[config.mk]
export PLATFORM = sky130hd
export DESIGN_NAME = rsc_regs
export DESIGN_NICKNAME = d
export VERILOG_FILES = /design/src/rtl/rsc_pkg.sv /design/src/rtl/rsc_regs.sv
export SDC_FILE = /design/constraint.sdc
export NUM_CORES = 1
export LEC_CHECK = 0
export ABC_CLOCK_PERIOD_IN_PS = 11300
export BUFFER_PORTS_ARGS = -buffer_cell sky130_fd_sc_hd__buf_2
export CAP_MARGIN = 0
export CORE_ASPECT_RATIO = 0.75
export CORE_MARGIN = 5
export CORE_UTILIZATION = 27
export CTS_CLUSTER_DIAMETER = 30
export CTS_CLUSTER_SIZE = 16
export DETAILED_ROUTE_END_ITERATION = 7
export MAX_ROUTING_LAYER = met4
export SLEW_MARGIN = 0
export SYNTH_ARGS = -nofsm -noshare
export SYNTH_HDL_FRONTEND = slang
export SYNTH_SLANG_ARGS = --single-unit
[constraint.sdc]
create_clock -name i_clock -period 11.3 [get_ports i_clock]
set_clock_uncertainty 0.2 [all_clocks]
set_input_delay 2.26 -clock i_clock [delete_from_list [all_inputs] [get_ports i_clock]]
set_output_delay 2.26 -clock i_clock [all_outputs]
set_load 0.01 [all_outputs]
[src/rtl/rsc_pkg.sv]
`default_nettype none
package rsc_pkg;
  // Register indices; the byte address is four times the index.
  localparam logic [15:0] REG5_SLEEP_IDX = 16'h4076;
  localparam logic [15:0] REG6_CTRL_IDX = 16'h4077;
  localparam logic [15:0] IRQ_STATUS_IDX = 16'h40F0;
  localparam logic [15:0] IRQ_MASK_IDX = 16'h40F1;
  // Sleep control fields.
  localparam int SLP_SLOT_LSB = 13;
  localparam int SLP_MODE_BIT = 8;
  localparam int SLP_VCODE_LSB = 0;
  // Control word fields.
  localparam int UV_ACT_LSB = 14;
  localparam int HWC_SRC_LSB = 11;
  localparam int HWC_VSEL_BIT = 10;
  localparam int HWC_MODE_LSB = 8;
  localparam int FLOAT_BIT = 7;
  localparam int SWITCH_BIT = 6;
  localparam int LP_VAR_BIT = 0;
  localparam int UV_STATUS_BIT = 0;
  // Reset values and writable-bit masks.
  localparam logic [15:0] REG5_SLEEP_RESET = 16'h0100;
  localparam logic [15:0] REG6_CTRL_RESET = 16'h0200;
  localparam logic [15:0] REG5_SLEEP_WMASK = 16'hE11F;
  localparam logic [15:0] REG6_CTRL_WMASK = 16'hDFC1;
  localparam logic [15:0] IRQ_WMASK = 16'h0001;
  localparam logic [15:0] IRQ_MASK_RESET = 16'h0000;
  // Slot codes.
  localparam logic [2:0] SLOT_TR5 = 3'h0;
  localparam logic [2:0] SLOT_TR3 = 3'h6;
  localparam logic [2:0] SLOT_TR1 = 3'h7;
  localparam logic [2:0] SLOT_DIS_FIRST = 3'h1;
  localparam logic [2:0] SLOT_DIS_LAST = 3'h5;
  localparam logic [2:0] SLOT_DIS_BASE = 3'h6;
  localparam logic [2:0] ON_SLOT_HWE1 = 3'h6;
  localparam logic [2:0] ON_SLOT_HWE2 = 3'h7;
  // Undervoltage actions, hardware sources and hardware modes.
  localparam logic [1:0] UV_IGNORE = 2'h0;
  localparam logic [1:0] UV_SHUT_REG = 2'h1;
  localparam logic [1:0] UV_SHUT_SYS = 2'h2;
  localparam logic [1:0] HWC_SRC_1 = 2'h1;
  localparam logic [1:0] HWC_SRC_2 = 2'h2;
  localparam logic [1:0] HWC_SRC_ANY = 2'h3;
  localparam logic [1:0] HWC_MODE_OFF = 2'h1;
  localparam logic [1:0] HWC_MODE_ON = 2'h3;
  // Voltage code map in millivolts.
  localparam logic [4:0] VCODE_KNEE = 5'h0F;
  localparam logic [11:0] MV_LOW_BASE = 12'h0384;
  localparam logic [11:0] MV_LOW_STEP = 12'h0032;
  localparam logic [11:0] MV_HIGH_BASE = 12'h06A4;
  localparam logic [11:0] MV_HIGH_STEP = 12'h0064;
  localparam logic [1:0] RESP_OKAY = 2'h0;
  localparam logic [1:0] RESP_SLVERR = 2'h2;
endpackage
`default_nettype wire

[src/rtl/rsc_regs.sv]
// Behaviour
// - Codes 000/110/111 transition in slots 5/3/1.
// - Codes 001-101 disable in slots 5 down to 1.
// - Hardware-enabled regulator: those codes enter sleep instead.
// - Sleep mode bit 8, resets 1, 1=low power.
// - Voltage code 50mV then 100mV steps from 0Fh.
// - Sleep voltage code bits 4:0, resets zero.
// - Undervoltage action: ignore, regulator off, system reset.
// - Every undervoltage event sets the status bit; it raises the interrupt only when unmasked.
// - Hardware source: none, input 1, 2, either.
// - Bit 10 picks ON or sleep voltage code.
// - Hardware mode: low power, off, or ON mode.
// - Bit 7 clear discharges a disabled output.
// - Bit 0 picks the low power variant.
// - ON slot 110/111 assigns hardware enable input.
`timescale 1ns/10ps
`default_nettype none
module rsc_regs #(
  parameter int ADDR_W = 18
) (
  input wire logic i_clock,
  input wire logic i_rst_n,
  input wire logic [ADDR_W-1:0] i_awaddr,
  input wire logic i_awvalid,
  output logic o_awready,
  input wire logic [31:0] i_wdata,
  input wire logic [3:0] i_wstrb,
  input wire logic i_wvalid,
  output logic o_wready,
  output logic [1:0] o_bresp,
  output logic o_bvalid,
  input wire logic i_bready,
  input wire logic [ADDR_W-1:0] i_araddr,
  input wire logic i_arvalid,
  output logic o_arready,
  output logic [31:0] o_rdata,
  output logic [1:0] o_rresp,
  output logic o_rvalid,
  input wire logic i_rready,
  input wire logic [2:0] i_reg5_on_slot,
  input wire logic i_sleep_step,
  input wire logic [2:0] i_timeslot,
  input wire logic i_hw_enable1,
  input wire logic i_hw_enable2,
  input wire logic [4:0] i_reg6_on_voltage_code,
  input wire logic [4:0] i_reg6_sleep_voltage_code,
  input wire logic i_reg6_on_mode,
  input wire logic i_reg6_undervoltage,
  output logic o_reg5_sleep_apply,
  output logic o_reg5_disable,
  output logic o_reg5_sleep_enter,
  output logic o_reg5_sleep_mode,
  output logic [4:0] o_reg5_sleep_voltage_code,
  output logic [11:0] o_reg5_sleep_millivolts,
  output logic o_reg6_hw_active,
  output logic [4:0] o_reg6_voltage_code,
  output logic o_reg6_hw_off,
  output logic o_reg6_low_power,
  output logic o_reg6_discharge,
  output logic o_reg6_switch_operation,
  output logic o_reg6_low_power_variant,
  output logic o_reg6_uv_shutdown,
  output logic o_system_reset,
  output logic o_irq
);
  logic [15:0] reg5_sleep_reg, reg5_sleep_next;
  logic [15:0] reg6_ctrl_reg, reg6_ctrl_next;
  logic [15:0] status_reg, status_next;
  logic [15:0] mask_reg, mask_next;
  logic [ADDR_W-1:0] waddr_reg;
  logic [31:0] wdata_reg;
  logic [3:0] wstrb_reg;
  logic aw_have_reg, w_have_reg;

  function automatic logic [11:0] rsc_code_to_mv(input logic [4:0] code);
    logic [11:0] c;
    c = {7'h00, code};
    if (code < rsc_pkg::VCODE_KNEE) begin
      rsc_code_to_mv = rsc_pkg::MV_LOW_BASE + 12'(c * rsc_pkg::MV_LOW_STEP);
    end else begin
      rsc_code_to_mv = rsc_pkg::MV_HIGH_BASE
        + 12'((c - {7'h00, rsc_pkg::VCODE_KNEE}) * rsc_pkg::MV_HIGH_STEP);
    end
  endfunction

  // Field views.
  wire [2:0] slp_slot = reg5_sleep_reg[rsc_pkg::SLP_SLOT_LSB +: 3];
  wire [4:0] slp_vcode = reg5_sleep_reg[rsc_pkg::SLP_VCODE_LSB +: 5];
  wire [1:0] uv_act = reg6_ctrl_reg[rsc_pkg::UV_ACT_LSB +: 2];
  wire [1:0] hwc_src = reg6_ctrl_reg[rsc_pkg::HWC_SRC_LSB +: 2];
  wire [1:0] hwc_mode = reg6_ctrl_reg[rsc_pkg::HWC_MODE_LSB +: 2];
  wire hwc_vsel = reg6_ctrl_reg[rsc_pkg::HWC_VSEL_BIT];

  // Sleep sequencing decode.
  wire hw_assigned = (i_reg5_on_slot == rsc_pkg::ON_SLOT_HWE1)
    || (i_reg5_on_slot == rsc_pkg::ON_SLOT_HWE2);
  wire dis_code = (slp_slot >= rsc_pkg::SLOT_DIS_FIRST)
    && (slp_slot <= rsc_pkg::SLOT_DIS_LAST);
  wire [2:0] dis_slot = rsc_pkg::SLOT_DIS_BASE - slp_slot;
  wire [2:0] tr_slot = (slp_slot == rsc_pkg::SLOT_TR5) ? 3'h5
    : (slp_slot == rsc_pkg::SLOT_TR3) ? 3'h3 : 3'h1;
  wire hit_tr = i_sleep_step && !dis_code && (i_timeslot == tr_slot);
  wire hit_dis = i_sleep_step && dis_code && (i_timeslot == dis_slot);
  wire apply_next = hit_tr;
  wire disable_next = hit_dis && !hw_assigned;
  wire enter_next = hit_dis && hw_assigned;

  // Hardware control of the sixth regulator.
  wire hw_active_next = (hwc_src == rsc_pkg::HWC_SRC_1) ? i_hw_enable1
    : (hwc_src == rsc_pkg::HWC_SRC_2) ? i_hw_enable2
    : (hwc_src == rsc_pkg::HWC_SRC_ANY) ? (i_hw_enable1 || i_hw_enable2)
    : 1'b0;
  wire [4:0] vcode_next = (hw_active_next && hwc_vsel)
    ? i_reg6_sleep_voltage_code : i_reg6_on_voltage_code;
  wire hw_off_next = hw_active_next && (hwc_mode == rsc_pkg::HWC_MODE_OFF);
  wire lp_next = hw_active_next ? ((hwc_mode == rsc_pkg::HWC_MODE_ON) ? i_reg6_on_mode
    : (hwc_mode != rsc_pkg::HWC_MODE_OFF)) : i_reg6_on_mode;

  // Undervoltage handling; the reserved code takes no action.
  wire uv_shut_next = i_reg6_undervoltage && (uv_act == rsc_pkg::UV_SHUT_REG);
  wire sys_rst_next = i_reg6_undervoltage && (uv_act == rsc_pkg::UV_SHUT_SYS);

  // Write channel: address and data are latched in either order.
  wire aw_hs = i_awvalid && o_awready;
  wire w_hs = i_wvalid && o_wready;
  wire wr_fire = aw_have_reg && w_have_reg && !o_bvalid;
  wire [15:0] wr_idx = waddr_reg[17:2];
  wire wr_hi_zero = (ADDR_W <= 18) || (waddr_reg >> 18) == '0;
  wire wr_sel5 = wr_fire && wr_hi_zero && (wr_idx == rsc_pkg::REG5_SLEEP_IDX);
  wire wr_sel6 = wr_fire && wr_hi_zero && (wr_idx == rsc_pkg::REG6_CTRL_IDX);
  wire wr_selst = wr_fire && wr_hi_zero && (wr_idx == rsc_pkg::IRQ_STATUS_IDX);
  wire wr_selmk = wr_fire && wr_hi_zero && (wr_idx == rsc_pkg::IRQ_MASK_IDX);
  wire wr_hit = wr_sel5 || wr_sel6 || wr_selst || wr_selmk;
  wire [15:0] be = {{8{wstrb_reg[1]}}, {8{wstrb_reg[0]}}};
  wire [15:0] wd = wdata_reg[15:0];

  function automatic logic [15:0] rsc_merge(input logic [15:0] old, input logic [15:0] d,
                                            input logic [15:0] en, input logic [15:0] wm);
    rsc_merge = (old & ~(en & wm)) | (d & en & wm);
  endfunction

  assign reg5_sleep_next = wr_sel5
    ? rsc_merge(reg5_sleep_reg, wd, be, rsc_pkg::REG5_SLEEP_WMASK) : reg5_sleep_reg;
  assign reg6_ctrl_next = wr_sel6
    ? rsc_merge(reg6_ctrl_reg, wd, be, rsc_pkg::REG6_CTRL_WMASK) : reg6_ctrl_reg;
  assign mask_next = wr_selmk
    ? rsc_merge(mask_reg, wd, be, rsc_pkg::IRQ_WMASK) : mask_reg;
  // A new event wins over a write-one-to-clear in the same cycle.
  wire [15:0] st_clr = wr_selst ? (wd & be & rsc_pkg::IRQ_WMASK) : 16'h0000;
  wire [15:0] st_set = 16'(i_reg6_undervoltage) << rsc_pkg::UV_STATUS_BIT;
  assign status_next = (status_reg & ~st_clr) | st_set;
  wire irq_next = |(status_next & ~mask_next);

  // Read decode.
  wire ar_hs = i_arvalid && o_arready;
  wire [15:0] rd_idx = i_araddr[17:2];
  wire rd_hi_zero = (ADDR_W <= 18) || (i_araddr >> 18) == '0;
  wire rd_sel5 = rd_hi_zero && (rd_idx == rsc_pkg::REG5_SLEEP_IDX);
  wire rd_sel6 = rd_hi_zero && (rd_idx == rsc_pkg::REG6_CTRL_IDX);
  wire rd_selst = rd_hi_zero && (rd_idx == rsc_pkg::IRQ_STATUS_IDX);
  wire rd_selmk = rd_hi_zero && (rd_idx == rsc_pkg::IRQ_MASK_IDX);
  wire rd_hit = rd_sel5 || rd_sel6 || rd_selst || rd_selmk;
  wire [15:0] rd_val = rd_sel5 ? reg5_sleep_reg : rd_sel6 ? reg6_ctrl_reg
    : rd_selst ? status_reg : rd_selmk ? mask_reg : 16'h0000;

  always_ff @(posedge i_clock or negedge i_rst_n) begin
    if (!i_rst_n) begin
      reg5_sleep_reg <= rsc_pkg::REG5_SLEEP_RESET;
      reg6_ctrl_reg <= rsc_pkg::REG6_CTRL_RESET;
      status_reg <= 16'h0000;
      mask_reg <= rsc_pkg::IRQ_MASK_RESET;
      o_irq <= 1'b0;
    end else begin
      reg5_sleep_reg <= reg5_sleep_next;
      reg6_ctrl_reg <= reg6_ctrl_next;
      status_reg <= status_next;
      mask_reg <= mask_next;
      o_irq <= irq_next;
    end
  end

  always_ff @(posedge i_clock or negedge i_rst_n) begin
    if (!i_rst_n) begin
      o_awready <= 1'b1;
      o_wready <= 1'b1;
      aw_have_reg <= 1'b0;
      w_have_reg <= 1'b0;
      waddr_reg <= '0;
      wdata_reg <= 32'h0000_0000;
      wstrb_reg <= 4'h0;
      o_bvalid <= 1'b0;
      o_bresp <= rsc_pkg::RESP_OKAY;
    end else begin
      if (aw_hs) begin
        o_awready <= 1'b0;
        aw_have_reg <= 1'b1;
        waddr_reg <= i_awaddr;
      end
      if (w_hs) begin
        o_wready <= 1'b0;
        w_have_reg <= 1'b1;
        wdata_reg <= i_wdata;
        wstrb_reg <= i_wstrb;
      end
      if (wr_fire) begin
        aw_have_reg <= 1'b0;
        w_have_reg <= 1'b0;
        o_bvalid <= 1'b1;
        o_bresp <= wr_hit ? rsc_pkg::RESP_OKAY : rsc_pkg::RESP_SLVERR;
      end
      if (o_bvalid && i_bready) begin
        o_bvalid <= 1'b0;
        o_awready <= 1'b1;
        o_wready <= 1'b1;
      end
    end
  end

  always_ff @(posedge i_clock or negedge i_rst_n) begin
    if (!i_rst_n) begin
      o_arready <= 1'b1;
      o_rvalid <= 1'b0;
      o_rdata <= 32'h0000_0000;
      o_rresp <= rsc_pkg::RESP_OKAY;
    end else if (ar_hs) begin
      o_arready <= 1'b0;
      o_rvalid <= 1'b1;
      o_rdata <= {16'h0000, rd_val};
      o_rresp <= rd_hit ? rsc_pkg::RESP_OKAY : rsc_pkg::RESP_SLVERR;
    end else if (o_rvalid && i_rready) begin
      o_rvalid <= 1'b0;
      o_arready <= 1'b1;
    end
  end

  // Regulator-facing outputs are registered so they never glitch on a write.
  always_ff @(posedge i_clock or negedge i_rst_n) begin
    if (!i_rst_n) begin
      o_reg5_sleep_apply <= 1'b0;
      o_reg5_disable <= 1'b0;
      o_reg5_sleep_enter <= 1'b0;
      o_reg5_sleep_mode <= 1'b1;
      o_reg5_sleep_voltage_code <= 5'h00;
      o_reg5_sleep_millivolts <= rsc_pkg::MV_LOW_BASE;
      o_reg6_hw_active <= 1'b0;
      o_reg6_voltage_code <= 5'h00;
      o_reg6_hw_off <= 1'b0;
      o_reg6_low_power <= 1'b0;
      o_reg6_discharge <= 1'b1;
      o_reg6_switch_operation <= 1'b0;
      o_reg6_low_power_variant <= 1'b0;
      o_reg6_uv_shutdown <= 1'b0;
      o_system_reset <= 1'b0;
    end else begin
      o_reg5_sleep_apply <= apply_next;
      o_reg5_disable <= disable_next;
      o_reg5_sleep_enter <= enter_next;
      o_reg5_sleep_mode <= reg5_sleep_reg[rsc_pkg::SLP_MODE_BIT];
      o_reg5_sleep_voltage_code <= slp_vcode;
      o_reg5_sleep_millivolts <= rsc_code_to_mv(slp_vcode);
      o_reg6_hw_active <= hw_active_next;
      o_reg6_voltage_code <= vcode_next;
      o_reg6_hw_off <= hw_off_next;
      o_reg6_low_power <= lp_next;
      o_reg6_discharge <= !reg6_ctrl_reg[rsc_pkg::FLOAT_BIT];
      o_reg6_switch_operation <= reg6_ctrl_reg[rsc_pkg::SWITCH_BIT];
      o_reg6_low_power_variant <= reg6_ctrl_reg[rsc_pkg::LP_VAR_BIT];
      o_reg6_uv_shutdown <= uv_shut_next;
      o_system_reset <= sys_rst_next;
    end
  end
endmodule // rsc_regs
`default_nettype wire

; Word-level counts from Yosys, hierarchy flattened
; Index checks and enable logic that the tools add are counted.
[word_totals]
memories = 0
elab_cells = 151
out_inout_bits = 76
inputBits = 100
latchBits = 0
regBits = 162
mem_bits_rw = 0
romBits = 0
[classes]
shift = 0
bitwise_logic = 15
eq_ne = 21
mux = 31
div_mod_pow = 0
mul = 2
magnitude_cmp = 3
addsub = 4
n_reduce_logical = 42
[op_table]
columns = operator, count
row1 = $eq 16x15->1 const B, 8
row2 = $and 16x16->16, 6
row3 = $mux 16, 5
row4 = $not 16->16, 3
row5 = $not 1->16, 2
row6 = $or 16x1->16, 2
row7 = $or 16x16->16, 2
row8 = $logic_and 1x1->1, 22
row9 = $mux 1, 20
row10 = $reduce_or 16->1, 1
row11 = $add 10x11->12 const A, 1
row12 = $add 11x12->12 const A, 1
row13 = $mul 12x5->10 const B, 1
row14 = $mux 12, 1
row15 = $reduce_bool 2->1, 6
row16 = $mul 5x5->10 const B, 1
row17 = $eq 3x3->1 const B, 3
row18 = $eq 2x2->1 const B, 4
row19 = $logic_or 1x1->1, 8
row20 = $eq 2x1->1 const B, 3
row21 = $eq 3x3->1, 2
row22 = $mux 2, 3
row23 = $sub 5x4->6 const B, 1
row24 = $lt 5x4->1 const B, 1
row25 = 8 further kinds, 11

; Logic depth before layout (Yosys ltp)
[logic_depth]
depth_word = 9
mapped_depth = 16
depth_no_buf = 15

; Least setup slack after synthesis
; No wires, ideal clock.
[synth_timing]
path_type = input port to flip-flop
start = in i_araddr[10]
end = reg o_rdata[0]
required_time_ps = 10967
stages = 6
setup_ps = 133
t_arrival_ps = 3463
slack_ps = 7504
n_path_buf = 0
cell_sequence = nor4b_1 -> nand3_1 -> nor2_1 -> mux2_2 -> a22oi_1 -> o21ai_0
[synth_via]
elab_chain_cells = 5
elab_cells_between_ends = 8
classes_between = 4 x eq/ne / 4 x mux
[synth_rtl]
columns = item, line
row1 = start: declaration, rsc_regs.sv:33  ; input wire logic [ADDR_W-1:0] i_araddr,
row2 = $eq 16x15->1, rsc_regs.sv:161  ; wire rd_selmk = rd_hi_zero && (rd_idx == rsc_pkg::IRQ_MASK_IDX);
row3 = $mux 16 (2 in a row), rsc_regs.sv:164  ; : rd_selst ? status_reg : rd_selmk ? mask_reg : 16'h0000;
row4 = $mux 16, rsc_regs.sv:163  ; wire [15:0] rd_val = rd_sel5 ? reg5_sleep_reg : rd_sel6 ? reg6_ctrl_reg
row5 = $mux 16 *, rsc_regs.sv:163
row6 = end signal: assignment, rsc_regs.sv:228  ; o_rdata <= {16'h0000, rd_val};
row7 = end: declaration, rsc_regs.sv:36  ; output logic [31:0] o_rdata,
; Every way passes the cells marked *; elsewhere a longest branch is shown, timed or not.
; A chain may end at the register's enable or synchronous reset.

==> impl_metrics.ini <==
[power]
power_density_mw_per_mm2 = 147
p_sw_uw = 276
combPwrFrac = 0.143
leakagePower_nw = 3.46
total_power_mw = 1.02
vdd_drop_max_mv = 0.0901
seq_power_share = 0.516
p_sw_frac = 0.272
internal-power_uw = 739
clockPowerShare = 0.341

[yosys]
netlist_top_cells_count = dfrtp_1 (101), mux2_2 (60), nand2_1 (43)
yosysMostFrequentCell = dfrtp_1
synth_fa_ha_area_frac = 0.0982
synth_warnings = 0
synth_area_leaders = dfrtp_1 (44%), mux2_2 (12%), ha_1 (7.7%)
synth-seq-cells = 112
ys_seq_area_frac = 0.496
syn_area_sq_mm = 0.00568
synthDistinctLibCells = 52
yosysTopAreaCellShare = 0.445
synthMuxAreaShare = 0.124
synthCells = 484
yosys.area_share.simple = 0.103
synth_xor_xnor_area_share = 0.0533
synth_top_area_cell = dfrtp_1
synthArstFlopShare = 1.00
synth-edff-count = 0
synth_top_family_by_area = multiplexers
synth_compound_area_frac = 0.0709
synth_ff_type = dfrtp_1
avgSynthCellArea_sq_um = 11.7

[worst_setup_path]
cp-start-kind = flip-flop
required_ns = 11.37
cp_max_fo = 12
endpoint_kind = flip-flop
worstSetupPathType = reg -> reg
arrival_ns = 4.48

[floorplanning]
std_cell_rows = 46
die_h_um = 136
core_sq_mm = 0.0210
initial_core_util = 0.271
die_w_um = 178
die_area_sq_mm = 0.0241
boundaryPins = 176

[route]
drc = 0
wl_per_cell_um = 14.4
wirelength_um = 13100
routed_via_density = 4.30
drt_iter0_markers = 144
dr.pass1.iters = 4
vias = 3923
ant_nets = 0

[timing]
worst_pin_slew_ns = 0.933
slew_headroom = 0.376
post-route-period-util = 0.390
finalCriticalPeriod_ns = 4.41
rsz0062_at_grt = false
hold_viol = 0
finalSetupTns_ns = 0
setup_viol_count_final = 0
final_max_slew_viol_count = 0
timing.hold.ws_ns = 0.175
max_freq_ghz = 0.227

[final_layout]
antennaDiodeCount = 0
drive_above_1_share = 0.362
finalInstanceArea_sq_mm = 0.00693
syn2layout_area_growth_pct = 21.9
final_util = 0.331
finalNetCount = 761
nFillCells = 2167

[worst_hold_path]
hold_path.class = reg -> reg

[grt]
antenna_found_initial = 0
grt_start_max_net_pins = 69
grt_pass1_vias = 3974
grt-ovfl-total = 0
grt.total_usage = 0.115
grt_pass1_wl_um = 21200

[clock_network]
cts.clk_slew.worst_paths_ns = 0.08
numCtsBuffers = 9
cts_sinks = 112
cts_tree = built
post-cts-setup-buffer-count = 0
ctsHoldBuffers = 0
clk_latency_ns = 0.36
cts-root-buf = clkbuf_16
cts_max_level = 3
cts_resized = 0
cts_buffer_depth = 2

[status]
status = finished, final reports clean

[placement]
gp_congestion = 0.788
io_buffers = 131
place_area_sq_mm = 0.00660
dpl.hpwl_um = 10000

[run]
drv_cap = 0
-- layout by cell type, fill, tap and decap left out, drive strengths merged, types with 3 or more instances in the layout --
cell type  instances
nor4b              5
ha                35
nand3              8
mux2i              3
a22oi              5
dfrtp            101
nand2             43
buf              134
a22o               6
conb              20
dfstp             11
nor4bb             4
fa                 6
nor3               3
clkbuf             9
and2               4
nand2b             4
inv               32
mux2              60
xnor2             17
a31oi              5
nor4               4
xor2              15
nor2              19
o21ai             27
a21oi             10
-- per-layer routing --
layer	GRT usage	wire [um]	vias up
li1	-	-	1905
met1	0.162	6580	1922
met2	0.171	5810	85
met5	-	0	-
met4	0.0245	112	0
met3	0.0268	611	11
-- cell families after synthesis --
family	after synthesis
fa+ha+maj	41
mux	63
simple gates	111
other cells	1
xor+xnor	33
buf+inv	58
compound gates	65
flops	112
-- power groups by stage --
stage                     Clock, mW  Combinational [mW]  Sequential, mW
after global placement            0               0.144           0.530
after CTS                     0.357               0.149           0.524
after floorplan                   0               0.103           0.521
final                         0.346               0.145           0.524
after global routing          0.370               0.162           0.536
after detailed placement          0               0.148           0.533
-- stage by stage --
| step | worst slack (ns) | cells |
|---|---|---|
| global route | 6.54 | 913 |
| detailed placement | 6.86 | 897 |
| finish | 6.89 | 913 |
| CTS | 6.82 | 913 |
| floorplan | 7.50 | 503 |
| global placement | 6.92 | 897 |
-- worst max-delay path, cell delays in order (launching register included) --
cell and delay (ns):
dfrtp_1 0.70, ha_1 0.30, nand2_1 0.10, xnor2_1 0.39, ha_1 0.31, ha_1 0.27, inv_1 0.05, fa_1 0.51
inv_1 0.05, ha_1 0.32, nor2_1 0.11, a21oi_1 0.06, xor2_1 0.18, a211oi_2 0.27, xnor3_1 0.34, mux2i_1 0.16
-- area by class of cell --
cell class | instances | area (sq um) | share of cell area
Clock buffer | 9 | 225 | 0.0325
Inverter | 30 | 113 | 0.0163
Timing Repair Buffer | 134 | 681 | 0.0982
Sequential cell | 112 | 2820 | 0.407
Clock inverter | 7 | 100 | 0.0144
Tap cell | 288 | 360 | 0.0520
Multi-Input combinational cell | 333 | 2630 | 0.380
-- worst paths after layout --
check,endpoint,from,slack (ns),depth (start not counted)
worst min-delay path,o_reg5_sleep_mode,flip-flop,0.18,0
max in group asynchronous,wdata_reg[0],i_rst_n,7.90,2
worst max register to register,o_reg5_sleep_millivolts[11],flip-flop,6.89,15
worst min register to register,o_reg5_sleep_mode,flip-flop,0.18,0
min in group asynchronous,o_reg6_voltage_code[1],i_rst_n,1.69,1
worst max-delay path,o_reg5_sleep_millivolts[11],flip-flop,6.89,15
(Power assumes the default switching activity.)
